### src/pkg/spma_defines.svh
// Constants of the sensor parameter access block
// What this block does
// - Trigger 0/1/2; period only in interval
// - Filter 0..4; custom lengths only in custom
// - Invalid reading: last, near or far
// - Hold analog output for programmed milliseconds
// - Switch point/window; polarity low or high
// - Zero signed um, limited to end*1000
// - Other interfaces read-only during Modbus use
// - One connection; rate may drop meanwhile
// - Answer only port 502, unit 1
// - Support function codes 02,03,04,06,16
// - Three tables decoded independently
// - Register count must equal parameter length
// - Low word at lower address
// - Parameter writes need configuration mode first
// - Write status 1 ok, 2 error, 3 busy
`ifndef SPMA_DEFINES_SVH
`define SPMA_DEFINES_SVH
`define SPMA_TCP_PORT     16'h01F6
`define SPMA_UNIT_ID      8'h01
`define SPMA_FC_RD_DI     8'h02
`define SPMA_FC_RD_HR     8'h03
`define SPMA_FC_RD_IR     8'h04
`define SPMA_FC_WR_ONE    8'h06
`define SPMA_FC_WR_MANY   8'h10
`define SPMA_EXC_FUNC     8'h01
`define SPMA_EXC_ADDR     8'h02
`define SPMA_EXC_VALUE    8'h03
`define SPMA_HR_ENTER     16'h0000
`define SPMA_HR_LEAVE     16'h0001
`define SPMA_HR_ZERO      16'h0004
`define SPMA_HR_TRIG      16'h000D
`define SPMA_HR_PERIOD    16'h000E
`define SPMA_HR_RSTART    16'h000F
`define SPMA_HR_REND      16'h0010
`define SPMA_HR_FILT      16'h0011
`define SPMA_HR_MED       16'h0012
`define SPMA_HR_AVG       16'h0013
`define SPMA_HR_INV       16'h0014
`define SPMA_HR_HOLD      16'h0015
`define SPMA_HR_SW        16'h0016
`define SPMA_HR_FAR       16'h0017
`define SPMA_HR_NEAR      16'h0018
`define SPMA_HR_HYST      16'h0019
`define SPMA_HR_POL       16'h001A
`define SPMA_DI_CFG       16'h0000
`define SPMA_DI_OTHER     16'h0001
`define SPMA_IR_STATUS    16'h0000
`define SPMA_WS_OK        16'h0001
`define SPMA_WS_ERR       16'h0002
`define SPMA_WS_BUSY      16'h0003
`define SPMA_TRIG_MAX     16'h0002
`define SPMA_TRIG_INTV    16'h0002
`define SPMA_FILT_MAX     16'h0004
`define SPMA_FILT_CUSTOM  16'h0004
`define SPMA_INV_LAST     16'h0000
`define SPMA_INV_NEAR     16'h0001
`define SPMA_INV_FAR      16'h0002
`define SPMA_SW_POINT     16'h0001
`define SPMA_SW_WINDOW    16'h0002
`define SPMA_POL_MAX      16'h0001
`define SPMA_ZERO_SCALE   32'h000003E8
`define SPMA_MS_NS        1000000
`define SPMA_CLK_NS       8
`endif

### src/pkg/spma_pkg.sv
// Types of the sensor parameter access block
package spma_pkg;
  typedef struct packed {
    logic        valid;
    logic [15:0] port;
    logic [7:0]  unit;
    logic [7:0]  fc;
    logic [15:0] addr;
    logic [15:0] qty;
    logic [31:0] wdata;
  } spma_req_s;
  typedef struct packed {
    logic        valid;
    logic        exc;
    logic [7:0]  fc;
    logic [7:0]  code;
    logic [15:0] qty;
    logic [31:0] rdata;
  } spma_rsp_s;
  typedef struct packed {
    logic [15:0] trig;
    logic [31:0] period;
    logic [31:0] rstart;
    logic [31:0] rend;
    logic [31:0] zero;
    logic [15:0] filt;
    logic [15:0] med;
    logic [15:0] avg;
    logic [15:0] inv;
    logic [15:0] hold;
    logic [15:0] sw;
    logic [31:0] far;
    logic [31:0] near;
    logic [31:0] hyst;
    logic [15:0] pol;
  } spma_par_s;
  typedef enum logic [1:0] {SPMA_CLOSED, SPMA_OPEN, SPMA_CONFIG} spma_link_e;
endpackage

### src/rtl/spma_top.sv
// Modbus parameter front end with measurement post-processing
`timescale 1ns/10ps
`include "spma_defines.svh"
module spma_top #(
  parameter int MS_CYC = `SPMA_MS_NS / `SPMA_CLK_NS
) (
  input  wire logic                sys_clk_i,
  input  wire logic                nrst_i,
  input  wire logic                ce_i,
  input  wire logic                conn_open_i,
  input  wire logic                conn_close_i,
  input  wire logic                other_cfg_i,
  input  wire spma_pkg::spma_req_s req_i,
  input  wire logic [31:0]         meas_i,
  input  wire logic                meas_valid_i,
  output spma_pkg::spma_rsp_s      rsp_o,
  output spma_pkg::spma_par_s      par_o,
  output logic                     conn_refused_o,
  output logic                     others_ro_o,
  output logic                     rate_reduce_o,
  output logic [15:0]              wr_status_o,
  output logic [31:0]              eff_period_o,
  output logic [15:0]              eff_median_o,
  output logic [15:0]              eff_average_o,
  output logic [31:0]              dist_o,
  output logic                     hold_o,
  output logic                     switch_o
);
  import spma_pkg::*;
  // Register length of each holding address, zero when unmapped
  function automatic logic [15:0] hr_len(input logic [15:0] a);
    case (a)
      `SPMA_HR_ENTER, `SPMA_HR_LEAVE, `SPMA_HR_TRIG, `SPMA_HR_FILT, `SPMA_HR_MED,
      `SPMA_HR_AVG, `SPMA_HR_INV, `SPMA_HR_HOLD, `SPMA_HR_SW, `SPMA_HR_POL: hr_len = 16'h0001;
      `SPMA_HR_ZERO, `SPMA_HR_PERIOD, `SPMA_HR_RSTART, `SPMA_HR_REND,
      `SPMA_HR_FAR, `SPMA_HR_NEAR, `SPMA_HR_HYST: hr_len = 16'h0002;
      default: hr_len = 16'h0000;
    endcase
  endfunction
  // Parameter value behind a holding address, low word in bits 15:0
  function automatic logic [31:0] hr_read(input spma_par_s p, input logic [15:0] a);
    case (a)
      `SPMA_HR_ZERO:   hr_read = p.zero;
      `SPMA_HR_TRIG:   hr_read = {16'h0000, p.trig};
      `SPMA_HR_PERIOD: hr_read = p.period;
      `SPMA_HR_RSTART: hr_read = p.rstart;
      `SPMA_HR_REND:   hr_read = p.rend;
      `SPMA_HR_FILT:   hr_read = {16'h0000, p.filt};
      `SPMA_HR_MED:    hr_read = {16'h0000, p.med};
      `SPMA_HR_AVG:    hr_read = {16'h0000, p.avg};
      `SPMA_HR_INV:    hr_read = {16'h0000, p.inv};
      `SPMA_HR_HOLD:   hr_read = {16'h0000, p.hold};
      `SPMA_HR_SW:     hr_read = {16'h0000, p.sw};
      `SPMA_HR_FAR:    hr_read = p.far;
      `SPMA_HR_NEAR:   hr_read = p.near;
      `SPMA_HR_HYST:   hr_read = p.hyst;
      `SPMA_HR_POL:    hr_read = {16'h0000, p.pol};
      default:         hr_read = 32'h00000000;
    endcase
  endfunction
  // Value check before a parameter write is applied
  function automatic logic wr_ok(input spma_par_s p, input logic [15:0] a, input logic [31:0] d);
    logic [31:0] mag;
    logic [63:0] lim;
    mag = d[31] ? 32'(-d) : d;
    lim = 64'(p.rend) * 64'(`SPMA_ZERO_SCALE);
    case (a)
      `SPMA_HR_TRIG: wr_ok = d[15:0] <= `SPMA_TRIG_MAX;
      `SPMA_HR_FILT: wr_ok = d[15:0] <= `SPMA_FILT_MAX;
      `SPMA_HR_INV:  wr_ok = d[15:0] <= `SPMA_INV_FAR;
      `SPMA_HR_SW:   wr_ok = d[15:0] == `SPMA_SW_POINT || d[15:0] == `SPMA_SW_WINDOW;
      `SPMA_HR_POL:  wr_ok = d[15:0] <= `SPMA_POL_MAX;
      `SPMA_HR_ZERO: wr_ok = 64'(mag) <= lim;
      default:       wr_ok = 1'b1;
    endcase
  endfunction
  spma_link_e  link_reg, link_next;
  spma_par_s   par_reg, par_next;
  spma_rsp_s   rsp_reg, rsp_next;
  logic [15:0] ws_reg, ws_next;
  logic        pend_reg, pend_next;
  logic        refu_reg, refu_next;
  logic [15:0] q;
  logic [15:0] len;
  logic        take;
  // Request decode; the session state gates every parameter write
  always_comb begin
    link_next = link_reg;
    par_next  = par_reg;
    ws_next   = pend_reg ? `SPMA_WS_OK : ws_reg;
    pend_next = 1'b0;
    refu_next = 1'b0;
    rsp_next  = '0;
    q         = (req_i.fc == `SPMA_FC_WR_ONE) ? 16'h0001 : req_i.qty;
    len       = hr_len(req_i.addr);
    if (conn_open_i) begin
      if (link_reg == SPMA_CLOSED) link_next = SPMA_OPEN;
      else refu_next = 1'b1;
    end
    take = req_i.valid && link_reg != SPMA_CLOSED && req_i.port == `SPMA_TCP_PORT && req_i.unit == `SPMA_UNIT_ID;
    if (take) begin
      rsp_next.valid = 1'b1;
      rsp_next.fc    = req_i.fc;
      rsp_next.qty   = q;
      rsp_next.exc   = 1'b1;
      case (req_i.fc)
        `SPMA_FC_RD_DI: begin
          if (req_i.addr > `SPMA_DI_OTHER) rsp_next.code = `SPMA_EXC_ADDR;
          else if (q != 16'h0001) rsp_next.code = `SPMA_EXC_VALUE;
          else begin
            rsp_next.exc   = 1'b0;
            rsp_next.rdata = {31'h00000000, req_i.addr[0] ? other_cfg_i : (link_reg == SPMA_CONFIG)};
          end
        end
        `SPMA_FC_RD_IR: begin
          if (req_i.addr != `SPMA_IR_STATUS) rsp_next.code = `SPMA_EXC_ADDR;
          else if (q != 16'h0001) rsp_next.code = `SPMA_EXC_VALUE;
          else begin
            rsp_next.exc   = 1'b0;
            rsp_next.rdata = {16'h0000, ws_reg};
          end
        end
        `SPMA_FC_RD_HR: begin
          if (len == 16'h0000 || req_i.addr <= `SPMA_HR_LEAVE) rsp_next.code = `SPMA_EXC_ADDR;
          else if (q != len) rsp_next.code = `SPMA_EXC_VALUE;
          else begin
            rsp_next.exc   = 1'b0;
            rsp_next.rdata = hr_read(par_reg, req_i.addr);
          end
        end
        `SPMA_FC_WR_ONE, `SPMA_FC_WR_MANY: begin
          if (len == 16'h0000) rsp_next.code = `SPMA_EXC_ADDR;
          else if (q != len) rsp_next.code = `SPMA_EXC_VALUE;
          else if (req_i.addr == `SPMA_HR_ENTER) begin
            if (other_cfg_i) begin
              rsp_next.code = `SPMA_EXC_FUNC;
              ws_next       = `SPMA_WS_ERR;
            end else begin
              rsp_next.exc = 1'b0;
              link_next    = SPMA_CONFIG;
            end
          end else if (req_i.addr == `SPMA_HR_LEAVE) begin
            rsp_next.exc = 1'b0;
            link_next    = SPMA_OPEN;
          end else if (link_reg != SPMA_CONFIG || other_cfg_i) begin
            rsp_next.code = `SPMA_EXC_FUNC;
            ws_next       = `SPMA_WS_ERR;
          end else if (!wr_ok(par_reg, req_i.addr, req_i.wdata)) begin
            rsp_next.code = `SPMA_EXC_VALUE;
            ws_next       = `SPMA_WS_ERR;
          end else begin
            rsp_next.exc = 1'b0;
            ws_next      = `SPMA_WS_BUSY;
            pend_next    = 1'b1;
            case (req_i.addr)
              `SPMA_HR_ZERO:   par_next.zero   = req_i.wdata;
              `SPMA_HR_TRIG:   par_next.trig   = req_i.wdata[15:0];
              `SPMA_HR_PERIOD: par_next.period = req_i.wdata;
              `SPMA_HR_RSTART: par_next.rstart = req_i.wdata;
              `SPMA_HR_REND:   par_next.rend   = req_i.wdata;
              `SPMA_HR_FILT:   par_next.filt   = req_i.wdata[15:0];
              `SPMA_HR_MED:    par_next.med    = req_i.wdata[15:0];
              `SPMA_HR_AVG:    par_next.avg    = req_i.wdata[15:0];
              `SPMA_HR_INV:    par_next.inv    = req_i.wdata[15:0];
              `SPMA_HR_HOLD:   par_next.hold   = req_i.wdata[15:0];
              `SPMA_HR_SW:     par_next.sw     = req_i.wdata[15:0];
              `SPMA_HR_FAR:    par_next.far    = req_i.wdata;
              `SPMA_HR_NEAR:   par_next.near   = req_i.wdata;
              `SPMA_HR_HYST:   par_next.hyst   = req_i.wdata;
              `SPMA_HR_POL:    par_next.pol    = req_i.wdata[15:0];
              default:         par_next.pol    = par_reg.pol;
            endcase
          end
        end
        default: rsp_next.code = `SPMA_EXC_FUNC;
      endcase
      if (!rsp_next.exc) rsp_next.code = 8'h00;
    end
    // Close last, so a request in the same cycle cannot reopen the session
    if (conn_close_i) link_next = SPMA_CLOSED;
  end
  // Session and parameter registers; point mode is the safe reset choice
  always_ff @(posedge sys_clk_i) begin
    if (!nrst_i) begin
      link_reg    <= SPMA_CLOSED;
      par_reg     <= '0;
      par_reg.sw  <= `SPMA_SW_POINT;
      rsp_reg     <= '0;
      ws_reg      <= `SPMA_WS_OK;
      pend_reg    <= 1'b0;
      refu_reg    <= 1'b0;
    end else if (ce_i) begin
      link_reg <= link_next;
      par_reg  <= par_next;
      rsp_reg  <= rsp_next;
      ws_reg   <= ws_next;
      pend_reg <= pend_next;
      refu_reg <= refu_next;
    end
  end
  logic [31:0] last_reg, last_next, dist_reg, dist_next;
  logic [16:0] tick_reg, tick_next;
  logic [15:0] left_reg, left_next;
  logic        wasv_reg, wasv_next, sw_reg, sw_next, hold_reg, hold_next;
  logic        act;
  // Measurement post-processing; hysteresis is stored but not yet applied
  always_comb begin
    last_next = last_reg;
    dist_next = dist_reg;
    tick_next = tick_reg;
    left_next = left_reg;
    wasv_next = wasv_reg;
    if (meas_valid_i) begin
      last_next = meas_i;
      dist_next = meas_i;
      wasv_next = 1'b1;
      left_next = 16'h0000;
    end else begin
      case (par_reg.inv)
        `SPMA_INV_NEAR: dist_next = par_reg.rstart;
        `SPMA_INV_FAR:  dist_next = par_reg.rend;
        default:        dist_next = last_reg;
      endcase
      if (wasv_reg) begin
        wasv_next = 1'b0;
        left_next = par_reg.hold;
        tick_next = 17'h00000;
      end else if (left_reg != 16'h0000) begin
        if (tick_reg == 17'(MS_CYC - 1)) begin
          tick_next = 17'h00000;
          left_next = left_reg - 16'h0001;
        end else begin
          tick_next = tick_reg + 17'h00001;
        end
      end
    end
    if (par_reg.sw == `SPMA_SW_WINDOW) act = dist_reg >= par_reg.near && dist_reg <= par_reg.far;
    else act = dist_reg <= par_reg.far;
    sw_next = (par_reg.pol == `SPMA_POL_MAX) ? act : !act;
    hold_next = left_next != 16'h0000; // Kept in a flop so the pin has no decode glitch
  end
  // Measurement registers
  always_ff @(posedge sys_clk_i) begin
    if (!nrst_i) begin
      last_reg <= 32'h00000000;
      dist_reg <= 32'h00000000;
      tick_reg <= 17'h00000;
      left_reg <= 16'h0000;
      wasv_reg <= 1'b0;
      sw_reg   <= 1'b0;
      hold_reg <= 1'b0;
    end else if (ce_i) begin
      last_reg <= last_next;
      dist_reg <= dist_next;
      tick_reg <= tick_next;
      left_reg <= left_next;
      wasv_reg <= wasv_next;
      sw_reg   <= sw_next;
      hold_reg <= hold_next;
    end
  end
  logic [31:0] per_reg;
  logic [15:0] med_reg, avg_reg;
  logic        ro_reg, rate_reg;
  // Effective settings, registered so every output leaves a flip-flop
  always_ff @(posedge sys_clk_i) begin
    if (!nrst_i) begin
      per_reg  <= 32'h00000000;
      med_reg  <= 16'h0000;
      avg_reg  <= 16'h0000;
      ro_reg   <= 1'b0;
      rate_reg <= 1'b0;
    end else if (ce_i) begin
      per_reg  <= (par_next.trig == `SPMA_TRIG_INTV) ? par_next.period : 32'h00000000;
      med_reg  <= (par_next.filt == `SPMA_FILT_CUSTOM) ? par_next.med : 16'h0000;
      avg_reg  <= (par_next.filt == `SPMA_FILT_CUSTOM) ? par_next.avg : 16'h0000;
      ro_reg   <= link_next != SPMA_CLOSED;
      rate_reg <= link_next == SPMA_CONFIG;
    end
  end
  assign rsp_o          = rsp_reg;
  assign par_o          = par_reg;
  assign conn_refused_o = refu_reg;
  assign others_ro_o    = ro_reg;
  assign rate_reduce_o  = rate_reg;
  assign wr_status_o    = ws_reg;
  assign eff_period_o   = per_reg;
  assign eff_median_o   = med_reg;
  assign eff_average_o  = avg_reg;
  assign dist_o         = dist_reg;
  assign hold_o         = hold_reg;
  assign switch_o       = sw_reg;
  // Checks on the protocol decode and derived outputs
  chk_unit_filter: assert property (@(posedge sys_clk_i) disable iff (!nrst_i)
    ce_i && req_i.valid && req_i.unit != `SPMA_UNIT_ID |=> !rsp_o.valid) else $error("foreign unit answered");
  chk_write_gate: assert property (@(posedge sys_clk_i) disable iff (!nrst_i)
    ce_i && take && req_i.fc == `SPMA_FC_WR_MANY && req_i.addr > `SPMA_HR_LEAVE && link_reg != SPMA_CONFIG
    |=> rsp_o.exc && par_o == $past(par_reg)) else $error("write outside config mode");
  chk_count_match: assert property (@(posedge sys_clk_i) disable iff (!nrst_i)
    ce_i && take && req_i.fc == `SPMA_FC_RD_HR && len != 16'h0000 && q != len
    |=> rsp_o.exc && rsp_o.code == `SPMA_EXC_VALUE) else $error("partial read accepted");
  chk_trig_range: assert property (@(posedge sys_clk_i) disable iff (!nrst_i)
    par_reg.trig <= `SPMA_TRIG_MAX && par_reg.filt <= `SPMA_FILT_MAX) else $error("selector out of range");
  chk_period_gate: assert property (@(posedge sys_clk_i) disable iff (!nrst_i)
    eff_period_o != 32'h00000000 |-> par_reg.trig == `SPMA_TRIG_INTV) else $error("period outside interval mode");
  chk_enter_cfg: assert property (@(posedge sys_clk_i) disable iff (!nrst_i)
    ce_i && take && req_i.fc == `SPMA_FC_WR_ONE && req_i.addr == `SPMA_HR_ENTER && !other_cfg_i && !conn_close_i
    |=> link_reg == SPMA_CONFIG ##1 !ce_i || rate_reduce_o) else $error("config mode not entered");
  chk_status_done: assert property (@(posedge sys_clk_i) disable iff (!nrst_i)
    ce_i && pend_next |=> wr_status_o == `SPMA_WS_BUSY ##1 !ce_i || wr_status_o == `SPMA_WS_OK)
    else $error("write status sequence wrong");
  chk_substitute: assert property (@(posedge sys_clk_i) disable iff (!nrst_i)
    ce_i && !meas_valid_i && par_reg.inv == `SPMA_INV_FAR |=> dist_o == $past(par_reg.rend))
    else $error("far substitute missing");
  chk_second_conn: assert property (@(posedge sys_clk_i) disable iff (!nrst_i)
    ce_i && conn_open_i && link_reg != SPMA_CLOSED |=> conn_refused_o) else $error("second connection taken");
  cov_param_write: cover property (@(posedge sys_clk_i) disable iff (!nrst_i) pend_reg);
  cov_hold_run: cover property (@(posedge sys_clk_i) disable iff (!nrst_i) hold_o ##1 !hold_o);
  cov_window: cover property (@(posedge sys_clk_i) disable iff (!nrst_i) par_reg.sw == `SPMA_SW_WINDOW && switch_o);
endmodule

### config.mk
export PLATFORM = sky130hd
export DESIGN_NAME = spma_top
export DESIGN_NICKNAME = d
export VERILOG_FILES = /design/src/pkg/spma_pkg.sv /design/src/rtl/spma_top.sv
export VERILOG_INCLUDE_DIRS = /design/src /design/src/pkg
export SDC_FILE = /design/constraint.sdc
export NUM_CORES = 2
export LEC_CHECK = 0
export BUFFER_PORTS_ARGS = -buffer_cell sky130_fd_sc_hd__buf_4
export CAP_MARGIN = 25
export CORE_MARGIN = 2
export CORE_UTILIZATION = 30
export DETAILED_ROUTE_END_ITERATION = 7
export SLEW_MARGIN = 30
export SYNTH_ARGS = -nofsm -noshare
export SYNTH_HDL_FRONTEND = slang
export SYNTH_SLANG_ARGS = --single-unit
export TNS_END_PERCENT = 5
### constraint.sdc
create_clock -name sys_clk_i -period 10.1 [get_ports sys_clk_i]
set_input_delay 1.515 -clock sys_clk_i [delete_from_list [all_inputs] [get_ports sys_clk_i]]
set_output_delay 1.515 -clock sys_clk_i [all_outputs]
set_load 0.02 [all_outputs]
After elaboration in Yosys (flattened, before gate mapping)
Memory sizes are Yosys's and may differ from the RTL's.
Cells that the tools add are included.

storage, ports and cells
  output and inout bits = 535
  bits in read-only memories = 64
  memories kept = 1
  register bits after elaboration = 604

memory list
  name              depth  width  read ports  clocked after Yosys merged registers in  write ports  line            source
  (name not given)  32     2      1           0                                        0            spma_top.sv:32  case (a)

cells by class
  add/sub/neg operators = 3
  eq/ne operators = 37
  reduce and logical (&&, ||, !) cells = 32
  bitwise logic cells = 6
  $mul = 1
  mux-type cells = 117
  magnitude comparators = 8

operators by type and width
  operator                                                          count
  two-way mux 352 bit                                               8
  case mux 32 bit (15 select lines)                                 1
  two-way mux 16 bit                                                26
  two-way mux 32 bit                                                12
  equality test 16 x 5 -> 1 bit (second input constant)             11
  AND reduction 10 bit                                              10
  case mux 32 bit (3 select lines)                                  1
  two-way mux 66 bit                                                1
  equality test 16 x 1 -> 1 bit (second input constant)             4
  equality test 16 x 2 -> 1 bit (second input constant)             4
  case mux 32 bit (2 select lines)                                  1
  two-way mux 17 bit                                                3
  equality test 16 x 4 -> 1 bit (second input constant)             3
  nonzero test 16 bit                                               3
  less-or-equal comparator 32 x 42 -> 1 bit                         1
  two-way mux 8 bit                                                 5
  multiplier 32 x 7 -> 39 bit (second input constant)               1
  two-way mux 1 bit                                                 39
  two-way mux 2 bit                                                 17
  equality test 16 x 3 -> 1 bit (second input constant)             2
  greater-or-equal comparator 32 bit                                1
  less-or-equal comparator 16 x 1 -> 1 bit (second input constant)  2
  less-or-equal comparator 32 bit                                   1
  logical NOT 16 bit                                                2
  other kinds (29)                                                  45

Logic depth before layout (Yosys ltp)
  word-level depth = 21
  gate-level depth with buffers = 32
  gate-level depth less buffers = 29

Worst setup path after synthesis
No wires, ideal clock.

  kind = register -> register
  start = register par_reg, in the netlist par_o[247]
  end = register par_reg, in the netlist par_o[212]
  slack = 2.981 ns
  arrival time = 6.992 ns
  data required time = 9.972 ns
  cell stages (with the launch flop) = 30
  library setup time = 0.128 ns
  cells stage by stage = dfxtp_1 > inv_1 > fa_1 > fa_1 > fa_1 > inv_1 > fa_1 > ha_1 > clkbuf_1 > a21oi_1 > nor2_1 > nor3b_1 > nand2_1 > nand3_1 > nand2_1 > a221oi_1 > xor2_1 > ha_1 > nand4_1 > nor4_1 > o21ai_0 > a21oi_1 > or3_1 > o211ai_1 > a2111oi_4 > a311o_1 > buf_4 > buf_8 > mux2i_1 > nor2_1

between the ends
  cells in the longest elaborated chain, start to end = 11

RTL lines
  element                                    line             source
  from (decl)                                spma_top.sv:78   spma_par_s par_reg, par_next;
  from (signal assigned)                     spma_top.sv:194  par_reg <= par_next;
  multiplier 32 x 7 -> 39 bit                spma_top.sv:66   lim = 64'(p.rend) * 64'(`SPMA_ZERO_SCALE);
  less-or-equal comparator 32 x 42 -> 1 bit  spma_top.sv:73   `SPMA_HR_ZERO: wr_ok = 64'(mag) <= lim;
  case mux 1 bit (5 select lines)            spma_top.sv:67   case (a)
  two-way mux 1 bit                          spma_top.sv:145  end else if (link_reg != SPMA_CONFIG || other_cfg_i) begin
  two-way mux 1 bit                          spma_top.sv:142  end else if (req_i.addr == `SPMA_HR_LEAVE) begin
  two-way mux 1 bit                          spma_top.sv:134  else if (req_i.addr == `SPMA_HR_ENTER) begin
  two-way mux 1 bit                          spma_top.sv:133  else if (q != len) rsp_next.code = `SPMA_EXC_VALUE;
  two-way mux 1 bit                          spma_top.sv:132  if (len == 16'h0000) rsp_next.code = `SPMA_EXC_ADDR;
  two-way mux 1 bit                          spma_top.sv:106  case (req_i.fc)
  two-way mux 1 bit                          spma_top.sv:101  if (take) begin
  AND reduction 10 bit (no line)             n/a

No other way between the ends. The select of a mux whose other input is x is not followed.
A chain may end at the register's enable or synchronous reset.

Final worst setup path
  start = register par_reg, in the netlist par_o[247]
  end = register par_reg, in the netlist par_o[221]

The elaborated chain is that of the path after synthesis.

==> metrics <==
status finished, final reports clean; core area roughly 0.12 mm²; Slew Viols, Final 0; RSZ-0062 raised after global routing no; max FFs per register approximately 350; initial DRC count 4634; Synth Area in XOR/XNOR 0.0213; Die W approximately 350 µm; wire length on met1 ~72000 µm; I/O pins 671; syn avg cell area roughly 8.0 µm²; Final Skew about 47 ps; worst setup path start par_o[247]$_SDFFE_PN0P_; first-pass GRT wire length 258000 µm; Setup WS pre-CTS ~1900 ps; Vias/cell around 5.7; top cell type by total area after synthesis dfxtp_1; Post-synth EDFFs 0; mux cell area share after synthesis 0.0442; part of the power in the clock network 0.504; internal power approximately 4.1 mW; synth unique cells between 80 and 90; Initial Util 0.303; Finished Layout Cells ~6500; router iterations before antenna repair 8; Clock Latency Late Sink 690 ps; die area 0.121 mm²; Net Sw Power approximately 1.5 mW; CP Data Arrival Time roughly 8800 ps; drt wl/cell 28.5 µm; Post-Syn Area ~0.035 mm²; # port buffers ~660; fin util 0.378; hold buffers post-CTS 0; placed cells approximately 6400; post-route setup TNS 0 ps; maxcap violations 0; Final setup viols 0; met2 routed WL approximately 84000 µm; combinational share of power 0.072; Power Density approximately 130 mW/mm²; largest family of logic cells by synthesized area simple AND/OR/NAND/NOR gates; overall routing resource usage 0.294; setup slack after layout approximately 1800 ps; leakage power between 15 and 20 nW; Worst path max stage delay between 700 and 800 ps; grt ovf 0; nets 5354; postcts setup bufs 0; Adder-Cell Fraction of Synth Area 0.131; Worst setup SP type flop; Reg power frac 0.424; Synth area leaders dfxtp_1, nand2_1, ha_1; YS warnings 0; Clock Tree Buf Depth 3; top sig layer met5; Post-CTS Resized 0; final hold viol count 0; Post-Route WL 186000 µm; routability cong. around 0.97; Setup CP Type flop to flop; htree depth 3; Clk pin slew, worst setup/hold paths ~60 ps; Worst-Margin Slew ~1100 ps; Max Freq 0.121 GHz; Crit. End Element flop; layout cells sized above 1 0.184; asr flop ratio synth 0; Synth Area in Compound Gates 0.189; worst-path fanout max 17; worst path bufs/invs 5; row count 125; hold path start last_reg[2]$_SDFFE_PN0P_; Layout area overhead 24.6%; Top FF cell, synth dfxtp_1; CTS Sinks 598; Antenna Violating Nets Remaining 0; Worst path slowest cell a311o_2; Post-Synth Simple-Gate Area 0.213; vias in the first global route about 34000; post-route minimum period approximately 8300 ps; worst vdd ir about 130 µV; largest net degree at the start of global routing 98; post-DP HPWL roughly 140000 µm; Remaining DRCs 0; synthesis-stage register bit count around 600; worst min-delay path class flop to flop; chip height ~350 µm; Area after DPL between 0.04 and 0.05 mm²; total number of vias 36887; sequential share of the synthesized area 0.339; final worst path period share 0.822; top cell type's share of synthesized area 0.339; Final Total Pwr roughly 5.6 mW; worst reg2reg startpoint par_o[247]$_SDFFE_PN0P_; relative slew slack 0.295; TritonCTS buffer count 73; synth cell count leaders nand2_1, dfxtp_1, a21oi_1; Clock Tree Root clkbuf_16; Top Family by Delay on Critical Path adder cells; CTS tree built; initial antenna violation count 6; hold_ws 455 ps; Crit path required time 10620 ps; leading cell type by number of instances after synthesis nand2_1; DR WL met3 around 21000 µm; Synth Instances 4435; switching part of the total 0.265; design area 0.0441 mm²
-- kinds of logic after synthesis --
kind of cell / after synthesis
compound gates: 1026
flops: 598
mux: 156
simple gates: 1709
fa+ha+maj: 300
buf+inv: 559
other cells: 1
xor+xnor: 86
-- final timing paths --
path,end,slack [ps],cells past startpoint
worst max-delay path,par_o[221]$_SDFFE_PN0P_,1800,30
worst min-delay path,last_reg[2]$_SDFFE_PN0P_,450,2
worst max register to register,par_o[221]$_SDFFE_PN0P_,1800,30
worst min register to register,last_reg[2]$_SDFFE_PN0P_,450,2
-- layout by cell type (no fill, tap or decap), drive strengths merged, types with 78 or more instances in the layout --
cell,n
a21oi,397
a22oi,133
buf,727
clkbuf,96
dfxtp,598
fa,115
ha,185
inv,239
mux2i,156
nand2,913
nand3,145
nand4,78
nor2,328
o21ai,132
-- layer usage --
layer / up-vias / global-route usage
met3: 326 / 0.0889
met5: - / 0
met4: 4 / 0.125
li1: 16425 / -
met1: 17914 / 0.371
met2: 2218 / 0.465
-- tightest hold or removal path, delay by kind of cell, from the launching register on --
kind,cells,cell delay [ps]
DFF,1,310
AOI/OAI and AO/OA,1,50
and+or+nand+nor,1,50
-- layout make-up --
| type | count | area [µm²] |
|---|---|---|
| diodes | 3 | 7.51 |
| clock buffers | 96 | 2000 |
| clock inverters | 37 | 543 |
| fillers | 11983 | 72500 |
| inverters | 235 | 892 |
| multi-input cells | 3283 | 21300 |
| flip-flops and latches | 598 | 12000 |
| well taps | 1524 | 1910 |
| repair buffers | 727 | 5470 |
-- power groups by stage --
stage | clock (mW) | sequential, mW | combinational [mW]
after global placement | 0 | 2.44 | 0.393
after global routing | 2.96 | 2.39 | 0.434
after CTS | 2.87 | 2.39 | 0.398
after floorplan | 0 | 2.45 | 0.221
final | 2.84 | 2.39 | 0.405
after detailed placement | 0 | 2.44 | 0.396
No activity file was read; power rests on OpenSTA's default activity.
